[src/design/watch_timer_map.svh]
// Functional notes
// - Watch clock is the main clock divided by 128, or subclock edges when selected.
// - Interval interrupt every 2^4 to 2^11 watch clocks, per the three-bit field.
// - Watch interrupt every 2^14, 2^13, 2^5 or 2^4 watch clocks, per two-bit field.
// - Counter-run bit high starts the 5-bit counter; low stops and clears it.
// - Enable bit low stops everything and clears prescaler and 5-bit counter.
// - Reset clears the whole mode register to zero.
// - Mode register takes whole-byte writes and single-bit writes touching one bit.
// - Watch and interval interrupts run together from the shared prescaler.
// - Clearing only counter-run resets the counter, not the prescaler.
`ifndef WATCH_TIMER_MAP_SVH
`define WATCH_TIMER_MAP_SVH

// Register indices; byte address is four times the index
`define WT_MODE_IDX      16'hFF8F
`define WT_STATUS_IDX    16'hFF90
`define WT_MASK_IDX      16'hFF91
`define WT_BITOP_IDX     16'hFF92
`define WT_ADDR_W        18

// Reset values
`define WT_MODE_RESET    8'h00
`define WT_IRQ_RESET     2'h0

// Status and mask bit positions
`define WT_EVT_WATCH     0
`define WT_EVT_INTERVAL  1

// Single-bit write register fields
`define WT_BITOP_VAL_POS 3

// Timing
`define WT_PERIPH_DIV    128
`define WT_DIV_LAST      7'h7F
`define WT_LONG_TAP      8
`define WT_SHORT_TAP_LO  3

// Bus answers
`define WT_RESP_OKAY     2'h0
`define WT_RESP_SLVERR   2'h2

`endif

[src/design/watch_timer_pkg.sv]
package watch_timer_pkg;

  // Mode register layout, bit 7 down to bit 0
  typedef struct packed {
    logic       clock_source_sel;
    logic [2:0] interval_sel;
    logic [1:0] irq_time_sel;
    logic       counter_run_bit;
    logic       timer_enable_bit;
  } mode_t;

  typedef struct packed {
    logic [10:0] cnt;
  } presc_state_t;

  typedef struct packed {
    logic [4:0] cnt;
  } counter_state_t;

  typedef struct packed {
    mode_t       mode;
    logic [1:0]  status;
    logic [1:0]  mask;
    logic [6:0]  div;
    logic        sub_prev;
    logic        aw_open;
    logic [17:0] aw_addr;
    logic        w_open;
    logic [31:0] w_data;
    logic [3:0]  w_strb;
    logic        bvalid;
    logic [1:0]  bresp;
    logic        ar_open;
    logic        rvalid;
    logic [31:0] rdata;
    logic [1:0]  rresp;
    logic        watch_pulse;
    logic        interval_pulse;
    logic        irq;
  } top_state_t;

endpackage

[src/design/watch_counter.sv]
`timescale 1ns/1ps
`default_nettype none
module watch_counter
  import watch_timer_pkg::*;
(
  input  wire logic aclk,
  input  wire logic aresetn,
  input  wire logic advance,
  input  wire logic clear,
  output logic      wrap16,
  output logic      wrap32
);

  counter_state_t st;
  counter_state_t nx;

  // Five-bit counter, cleared while stopped
  always_comb begin
    nx = st;
    if (clear) begin
      nx.cnt = 5'h00;
    end else if (advance) begin
      nx.cnt = st.cnt + 5'h01;
    end
  end

  always_ff @(posedge aclk) begin
    if (!aresetn) begin
      st <= '0;
    end else begin
      st <= nx;
    end
  end

  // Wrap of low four bits and of all five
  assign wrap16 = advance & ~clear & (&st.cnt[3:0]);
  assign wrap32 = advance & ~clear & (&st.cnt);

endmodule
`default_nettype wire

[src/design/watch_prescaler.sv]
`timescale 1ns/1ps
`default_nettype none
module watch_prescaler
  import watch_timer_pkg::*;
(
  input  wire logic        aclk,
  input  wire logic        aresetn,
  input  wire logic        tick,
  input  wire logic        clear,
  output logic      [10:0] tap
);

  presc_state_t st;
  presc_state_t nx;

  // Count watch clock ticks, clear while stopped
  always_comb begin
    nx = st;
    if (clear) begin
      nx.cnt = 11'h000;
    end else if (tick) begin
      nx.cnt = st.cnt + 11'h001;
    end
  end

  always_ff @(posedge aclk) begin
    if (!aresetn) begin
      st <= '0;
    end else begin
      st <= nx;
    end
  end

  // Tap k pulses once per 2^(k+1) ticks
  for (genvar k = 0; k < 11; k++) begin : g_tap
    assign tap[k] = tick & ~clear & (&st.cnt[k:0]);
  end

endmodule
`default_nettype wire

[src/design/watch_timer.sv]
`timescale 1ns/1ps
`default_nettype none
`include "watch_timer_map.svh"
module watch_timer
  import watch_timer_pkg::*;
(
  input  wire logic        aclk,
  input  wire logic        aresetn,
  input  wire logic [17:0] s_axi_awaddr,
  input  wire logic        s_axi_awvalid,
  output logic             s_axi_awready,
  input  wire logic [31:0] s_axi_wdata,
  input  wire logic [3:0]  s_axi_wstrb,
  input  wire logic        s_axi_wvalid,
  output logic             s_axi_wready,
  output logic      [1:0]  s_axi_bresp,
  output logic             s_axi_bvalid,
  input  wire logic        s_axi_bready,
  input  wire logic [17:0] s_axi_araddr,
  input  wire logic        s_axi_arvalid,
  output logic             s_axi_arready,
  output logic      [31:0] s_axi_rdata,
  output logic      [1:0]  s_axi_rresp,
  output logic             s_axi_rvalid,
  input  wire logic        s_axi_rready,
  input  wire logic        sub_clk_in,
  output logic             watch_irq,
  output logic             interval_irq,
  output logic             irq
);

  top_state_t st;
  top_state_t nx;

  logic        en;
  logic        run_on;
  logic        fw_tick;
  logic [10:0] tap;
  logic        wrap16;
  logic        wrap32;
  logic        short_evt;
  logic        long_evt;
  logic        watch_evt;
  logic        interval_evt;
  logic [3:0]  ival_idx;

  // Operating state from the mode register
  assign en     = st.mode.timer_enable_bit;
  assign run_on = en & st.mode.counter_run_bit;

  // Watch clock: divided main clock or subclock rising edge
  assign fw_tick = en & (st.mode.clock_source_sel ? (sub_clk_in & ~st.sub_prev)
                                                  : (st.div == `WT_DIV_LAST));

  // Shared prescaler, cleared only by the enable bit
  watch_prescaler u_prescaler (
    .aclk    (aclk),
    .aresetn (aresetn),
    .tick    (fw_tick),
    .clear   (~en),
    .tap     (tap)
  );

  // Counter steps once per 2^9 watch clocks
  watch_counter u_counter (
    .aclk    (aclk),
    .aresetn (aresetn),
    .advance (run_on & tap[`WT_LONG_TAP]),
    .clear   (~run_on),
    .wrap16  (wrap16),
    .wrap32  (wrap32)
  );

  // Watch event selection
  assign short_evt = st.mode.irq_time_sel[0] ? tap[`WT_SHORT_TAP_LO] : tap[4];
  assign long_evt  = st.mode.irq_time_sel[0] ? wrap16 : wrap32;
  assign watch_evt = run_on & (st.mode.irq_time_sel[1] ? short_evt : long_evt);

  // Interval event from prescaler tap, independent of the counter
  assign ival_idx     = 4'(`WT_SHORT_TAP_LO) + {1'b0, st.mode.interval_sel};
  assign interval_evt = en & tap[ival_idx];

  // Next state: divider, events, bus slave
  always_comb begin
    logic [1:0]  clr;
    logic [1:0]  set;
    logic [7:0]  mode_bits;
    logic [15:0] w_idx;
    logic [15:0] r_idx;
    clr       = 2'h0;
    set       = 2'h0;
    mode_bits = st.mode;
    w_idx     = st.aw_addr[17:2];
    r_idx     = s_axi_araddr[17:2];
    nx        = st;

    // Divide by 128 while enabled
    nx.div      = en ? st.div + 7'h01 : 7'h00;
    nx.sub_prev = sub_clk_in;

    // Event pulses out
    nx.watch_pulse    = watch_evt;
    nx.interval_pulse = interval_evt;
    set[`WT_EVT_WATCH]    = watch_evt;
    set[`WT_EVT_INTERVAL] = interval_evt;

    // Write address and data captured independently
    if (s_axi_awvalid && st.aw_open) begin
      nx.aw_open = 1'b0;
      nx.aw_addr = s_axi_awaddr;
    end
    if (s_axi_wvalid && st.w_open) begin
      nx.w_open = 1'b0;
      nx.w_data = s_axi_wdata;
      nx.w_strb = s_axi_wstrb;
    end
    if (st.bvalid && s_axi_bready) begin
      nx.bvalid = 1'b0;
    end

    // Perform write once both halves are held
    if (!st.aw_open && !st.w_open && !st.bvalid) begin
      nx.aw_open = 1'b1;
      nx.w_open  = 1'b1;
      nx.bvalid  = 1'b1;
      nx.bresp   = `WT_RESP_OKAY;
      unique case (w_idx)
        `WT_MODE_IDX: begin
          if (st.w_strb[0]) begin
            nx.mode = mode_t'(st.w_data[7:0]);
          end
        end
        `WT_STATUS_IDX: begin
          if (st.w_strb[0]) begin
            clr = st.w_data[1:0];
          end
        end
        `WT_MASK_IDX: begin
          if (st.w_strb[0]) begin
            nx.mask = st.w_data[1:0];
          end
        end
        `WT_BITOP_IDX: begin
          if (st.w_strb[0]) begin
            mode_bits[st.w_data[2:0]] = st.w_data[`WT_BITOP_VAL_POS];
            nx.mode = mode_t'(mode_bits);
          end
        end
        default: begin
          nx.bresp = `WT_RESP_SLVERR;
        end
      endcase
    end

    // Sticky status, a new event wins over the clear
    nx.status = (st.status & ~clr) | set;
    nx.irq    = |(nx.status & nx.mask);

    // Read channel
    if (st.rvalid && s_axi_rready) begin
      nx.rvalid  = 1'b0;
      nx.ar_open = 1'b1;
    end
    if (s_axi_arvalid && st.ar_open) begin
      nx.ar_open = 1'b0;
      nx.rvalid  = 1'b1;
      nx.rresp   = `WT_RESP_OKAY;
      unique case (r_idx)
        `WT_MODE_IDX: begin
          nx.rdata = {24'h00_0000, st.mode};
        end
        `WT_STATUS_IDX: begin
          nx.rdata = {30'h0000_0000, st.status};
        end
        `WT_MASK_IDX: begin
          nx.rdata = {30'h0000_0000, st.mask};
        end
        `WT_BITOP_IDX: begin
          nx.rdata = 32'h0000_0000;
        end
        default: begin
          nx.rdata = 32'h0000_0000;
          nx.rresp = `WT_RESP_SLVERR;
        end
      endcase
    end
  end

  // State register
  always_ff @(posedge aclk) begin
    if (!aresetn) begin
      st         <= '0;
      st.mode    <= mode_t'(`WT_MODE_RESET);
      st.status  <= `WT_IRQ_RESET;
      st.mask    <= `WT_IRQ_RESET;
      st.aw_open <= 1'b1;
      st.w_open  <= 1'b1;
      st.ar_open <= 1'b1;
    end else begin
      st <= nx;
    end
  end

  // Outputs straight from the state register
  assign s_axi_awready = st.aw_open;
  assign s_axi_wready  = st.w_open;
  assign s_axi_bvalid  = st.bvalid;
  assign s_axi_bresp   = st.bresp;
  assign s_axi_arready = st.ar_open;
  assign s_axi_rvalid  = st.rvalid;
  assign s_axi_rdata   = st.rdata;
  assign s_axi_rresp   = st.rresp;
  assign watch_irq     = st.watch_pulse;
  assign interval_irq  = st.interval_pulse;
  assign irq           = st.irq;

endmodule
`default_nettype wire

[config.mk]
export PLATFORM = sky130hd
export DESIGN_NAME = watch_timer
export DESIGN_NICKNAME = d
export VERILOG_FILES = /design/src/design/watch_timer_pkg.sv /design/src/design/watch_counter.sv /design/src/design/watch_prescaler.sv /design/src/design/watch_timer.sv
export VERILOG_INCLUDE_DIRS = /design/src /design/src/design
export SDC_FILE = /design/constraint.sdc
export NUM_CORES = 1
export LEC_CHECK = 0
export BUFFER_PORTS_ARGS = -buffer_cell sky130_fd_sc_hd__buf_2
export CORE_ASPECT_RATIO = 1.4
export CORE_MARGIN = 5
export CORE_UTILIZATION = 36
export CTS_BUF_LIST = sky130_fd_sc_hd__clkbuf_8
export DETAILED_ROUTE_END_ITERATION = 8
export MAX_ROUTING_LAYER = met4
export PLACE_DENSITY = 0.6
export SLEW_MARGIN = 20
export SYNTH_ARGS = -nofsm -noshare
export SYNTH_HDL_FRONTEND = slang
export SYNTH_SLANG_ARGS = --single-unit
[constraint.sdc]
create_clock -name aclk -period 2.06 [get_ports aclk]
set_clock_uncertainty 0.05 [all_clocks]
set_input_delay 0.206 -clock aclk [delete_from_list [all_inputs] [get_ports aclk]]
set_output_delay 0.206 -clock aclk [all_outputs]
set_load 0.02 [all_outputs]
---- Yosys cells after proc, flatten, opt, wreduce, memory -nomap -nowiden ----
Cells that the tools add are included.
word-level totals
  register bits ........................... 107
  input port bits ......................... 80
  output and inout port bits .............. 44
operators by class
  add/subtract/negate cells ............... 4
  order comparisons ....................... 3
  eq/ne operators ......................... 11
  multiplexer cells ....................... 25
  bitwise operators ....................... 27
  reductions and logical operators ........ 33
operators by type and width
  cell                     number
  $eq A16 B16 Y1 const B   8
  $mux W36                 1
  $pmux W8 S3              1
  $and A1 B1 Y1            21
  $mux W2                  9
  $mux W8                  2
  $pmux W8 S2              1
  $reduce_and A4 Y1        3
  $add A11 B1 Y11 const B  1
  $reduce_and A11 Y1       1
  $reduce_and A10 Y1       1
  $reduce_and A5 Y1        2
  $reduce_and A9 Y1        1
  $bwmux W8                1
  $logic_and A1 B1 Y1      8
  $reduce_and A8 Y1        1
  $reduce_or A4 Y1         2
  $add A7 B1 Y7 const B    1
  $eq A7 B7 Y1 const B     1
  $mux W1                  7
  $reduce_and A7 Y1        1
  $reduce_and A2 Y1        3
  $reduce_and A6 Y1        1
  $reduce_bool A2 Y1       3
  other kinds (16)         22

---- Longest topological paths before layout ----
  depth in word-level cells ............... 15
  depth in mapped cells ................... 9
  depth with buffers taken out ............ 9

---- Cells and area by module ----
Synthesis repeated with hierarchy kept, for this count alone.
second synthesis, totals
  cells, all modules ...................... 474
  area total of the unflattened synthesis .. 4018.9 um2
by module, submodules not included
  module           instances  cells each  area each (um2)  seq. area each (um2)
  watch_timer      1          379         3144.3           1261.2
  watch_prescaler  1          70          616.8            220.2
  watch_counter    1          25          257.7            100.1

---- Worst setup path after synthesis ----
OpenSTA, ideal clock, no wires.
  kind .................................... reg2reg
  start ................................... register st[114] in the netlist's numbering
  end ..................................... register st (netlist bit irq)
  arrival time ............................ 1.844 ns
  setup slack ............................. 0.032 ns
  stages on the path, launching flop included .. 9
  clock period less this slack ............ 2.028 ns
  cell sequence ........................... dfxtp_1 clkbuf_1 inv_1 ha_1 and3b_1 o21ai_0 o32ai_1 o31ai_1 o211ai_1
between the ends
  word-level cells in the longest chain between the ends .. 7
ends and longest elaborated chain
  element                        RTL line            text
  start: declaration             watch_timer.sv:32   top_state_t st;
  start signal: assignment       watch_timer.sv:200  st <= nx;
  $add A2 B3 Y4                  watch_timer.sv:80   assign ival_idx = 4'(`WT_SHORT_TAP_LO) + {1'b0, st.mode.interval_sel};
  $bmux W1 S4                    watch_timer.sv:81   assign interval_evt = en & tap[ival_idx];
  $mux W1 (not written as such)  watch_timer.sv:81
  $and A1 B1 Y1                  watch_timer.sv:81
  $or A2 B2 Y2                   watch_timer.sv:156  nx.status = (st.status & ~clr) | set;
  $and A2 B2 Y2                  watch_timer.sv:157  nx.irq = |(nx.status & nx.mask);
  $reduce_or A2 Y1               watch_timer.sv:157
No other way between the ends. The select of a mux whose other input is x is not followed.
A chain may end at the register's enable or synchronous reset.

---- Worst setup path in the final report ----
  start ................................... register st (netlist bit s_axi_bvalid)
  end ..................................... register st (netlist bit irq)
between the ends
  word-level cells in the longest chain between the ends .. 8
ends and longest elaborated chain
  element                RTL line            text
  $logic_not A1 Y1 *     watch_timer.sv:122  if (!st.aw_open && !st.w_open && !st.bvalid) begin
  $logic_and A1 B1 Y1 *  watch_timer.sv:122
  $mux W2                watch_timer.sv:122
  $not A2 Y2             watch_timer.sv:156
  $and A2 B2 Y2          watch_timer.sv:156
  $or A2 B2 Y2           watch_timer.sv:156
  $and A2 B2 Y2 *        watch_timer.sv:157
  $reduce_or A2 Y1 *     watch_timer.sv:157
Every way passes the cells marked *; elsewhere a longest branch is shown, timed or not.

==> metrics.txt <==
status complete, no violations; crit path time final a little over 2 ns; Final Max Tran Viols 0; Max Root-Sink Buffers 2; first-pass GRT wire length 15800 um; IO Pins 124; # clock sinks 79; worst r2r src s_axi_bvalid$_SDFFE_PN0P_; drt drc 0; min-delay src s_axi_awaddr[8]; ratio of cells with drive above 1 in the final layout 22.4%; 1st-pass router iterations 4; number of global-route vias before repair 3442; die area around 14000 sq um; Clock power frac 35.8%; Pint 2.12 mW; total power 2.94 mW; Crit. End Element flip-flop; post-synthesis sequential area ratio between 30% and 40%; chip width 99.6 um; Post-DP HPWL 7300 um; r2r endpoint irq$_SDFF_PN0_; crit share post-route 97.9%; Comb pwr share 9.8%; Worst Hold Class in2reg; Hold Path Depth 3; antenna cell count 0; achievable clock frequency 496 MHz; Max-slew headroom between 60% and 70%; root buffer cell clkbuf_8; mapped cell area 4050 sq um; Tot GR Track Use 14.8%; EDFF count, synth 0; Util after Layout 43.3%; largest family of logic cells by synthesized area simple AND/OR/NAND/NOR gates; post-route cell area 4730 sq um; antenna-violating nets left 0; async set-reset flop share out of synthesis 0%; post-synthesis mux area share around 2.3%; Die Y around 140 um; synthesized-area fraction occupied by adder cells 2.47%; NetSw slightly above 800 uW; DP Area 4510 sq um; iteration-0 DRC count of the detailed router 119; setup violators final 0; CTS tree built; gp weighted congestion 0.874; post-DR wirelength/cell 13.5 um; vias per cell between 5 and 6; Setup WS post-layout 0.0439 ns; vias ~3600; Netlist cell types 53; Post-Place Worst Slack -0.00225 ns; port bufs 66; crit start category flip-flop; FF+latch count, synth 79; Endpoint, Worst Hold st[87]$_SDFFE_PN0P_; Post-Synth Simple-Gate Area 26.0%; Clock Latency Late Sink about 0.37 ns; Peak VDD IR 0.362 mV; final hold violations 0; MaxCap Viol Count 0; CP arrival ~2.2 ns; Congestion Overflow GR 0; worst-margin pin slew 0.546 ns; Synth Area in Compound Gates roughly 18%; Post-Syn Instances 486; leakage 1.87 nW; Critical Path RT roughly 2.3 ns; synth warn 0; total length of routed wires 9530 um; Initial Util 37.1%; WS Path Type reg2reg; num rows 45; sequential group share of total power 54.4%; top_reg_cell synth dfxtp_1; initial antenna violation count 0; commonest cells after routing, fill and taps aside 78 x dfxtp_1, 66 x nand2_1, 66 x buf_2, 35 x a21boi_0, 31 x nor2_1; Core Area 10900 sq um; Reg2Reg Depth 5; CTS buffer count 9; RSZ-0062 raised after global routing true; sw frac approximately 28%; clock-pin slew on the worst setup and hold paths 0.09 ns; flop2flop setup slack 0.04 ns; most common cell after layout, fill and taps aside dfxtp_1; PwrDens 622 nW/um^2; syn_area_per_cell 8.33 sq um; CP Max Fanout 3; Layout Nets roughly 650; H-tree Lvls 3; largest net degree at the start of global routing 57; Layout area overhead 16.9%; post-synthesis xor/xnor area fraction between 2 and 2.5%
==> timing repair <==
action,in CTS,in global routing
setup buffers,0,2
endpoints found under the setup margin,1,6
pin swaps,4,2
hold buffers,1,0
resized for setup,4,3
endpoints found under the hold margin,1,0
==> cell usage after synthesis (3+ instances only) <==
| cell type | n | share of area, % |
|---|---|---|
| nor2b_1 | 8 | 1.2 |
| o31ai_1 | 3 | 0.56 |
| buf_2 | 3 | 0.37 |
| and4_1 | 4 | 0.86 |
| nor3_1 | 5 | 0.62 |
| nand2_1 | 66 | 6.1 |
| and2_1 | 7 | 1.1 |
| a21boi_0 | 35 | 6.5 |
| dfxtp_1 | 79 | 39 |
| and3_1 | 7 | 1.1 |
| nand4_1 | 14 | 2.2 |
| buf_4 | 36 | 6.7 |
| o21ai_0 | 17 | 2.1 |
| a21oi_1 | 19 | 2.3 |
| a31oi_1 | 5 | 0.77 |
| o221a_2 | 6 | 1.7 |
| clkbuf_1 | 22 | 2.0 |
| xor2_1 | 7 | 1.5 |
| mux2i_1 | 8 | 2.0 |
| nand2b_1 | 7 | 1.1 |
| or3_1 | 9 | 1.4 |
| nor2_1 | 31 | 2.9 |
| xnor2_1 | 4 | 0.86 |
| nor3b_1 | 5 | 0.93 |
| inv_1 | 7 | 0.65 |
| nand3_1 | 28 | 3.5 |
| ha_1 | 8 | 2.5 |
==> how the worst max path moves through the flow <==
stage | slack [ns] | cells after the start | start | to
after floorplan | 0.03 | 8 | st[114]$_SDFFE_PN0P_ | irq$_SDFF_PN0_
after global placement | 0.02 | 9 | u_prescaler.st[5]$_SDFFE_PN0P_ | irq$_SDFF_PN0_
after detailed placement | -0.002 | 9 | u_prescaler.st[0]$_SDFFE_PN0P_ | irq$_SDFF_PN0_
after CTS | 0.0007 | 9 | u_prescaler.st[0]$_SDFFE_PN0P_ | irq$_SDFF_PN0_
after global routing | -0.05 | 9 | u_prescaler.st[4]$_SDFFE_PN0P_ | irq$_SDFF_PN0_
final | 0.04 | 5 | s_axi_bvalid$_SDFFE_PN0P_ | irq$_SDFF_PN0_
==> critical path: stages (launching register included) <==
cell	delay, ns
dfxtp_1	0.32
or4b_1	0.56
or3_1	0.38
o31a_1	0.28
o221ai_1	0.19
o211ai_1	0.12
==> stage by stage <==
stage | instances | hold slack, ns | TNS, ns
floorplan | 511 | 0.278 | 0
global placement | 685 | 0.376 | 0
detailed placement | 685 | 0.388 | -0.00225
CTS | 702 | 0.00761 | 0
global route | 704 | 0.0166 | -0.0536
finish | 704 | 0.0241 | 0
==> routing by layer <==
metal / up-vias / wire, um / track usage, %
met3: 13 / 369 / 2.94
met1: 1648 / 3760 / 15.2
met4: 0 / 170 / 5.77
li1: 1815 / - / -
met2: 76 / 5230 / 27.3
met5: - / 0 / -
==> cells by family after synthesis <==
logic type	after synthesis
compound gates	105
flops	79
buf+inv	68
xor+xnor	11
simple gates	205
other cells	1
mux	9
fa+ha+maj	8
==> cell type report <==
cell class	instances	area [sq um]
Tap cell	141	176
Sequential cell	79	1580
Timing Repair Buffer	97	578
Clock buffer	9	124
Inverter	7	26.3
Fill cell	1113	6190
Clock inverter	7	56.3
Multi-Input combinational cell	364	2190
==> registers in the layout, summed over array words and instances, names as in the netlist <==
register,cells
watch_irq,1
s_axi_awready,1
s_axi_rdata,8
irq,1
st,44
u_counter.st,5
s_axi_rresp,1
s_axi_wready,1
s_axi_bvalid,1
interval_irq,1
s_axi_bresp,1
en,1
s_axi_arready,1
s_axi_rvalid,1
u_prescaler.st,11
==> power groups by stage <==
stage | logic, mW | registers (mW) | clock network, mW
after floorplan | 0.226 | 1.64 | 0
after global placement | 0.282 | 1.64 | 0
after detailed placement | 0.288 | 1.64 | 0
after CTS | 0.290 | 1.60 | 1.10
after global routing | 0.321 | 1.61 | 1.17
final | 0.287 | 1.60 | 1.05
(Power assumes the default switching activity.)
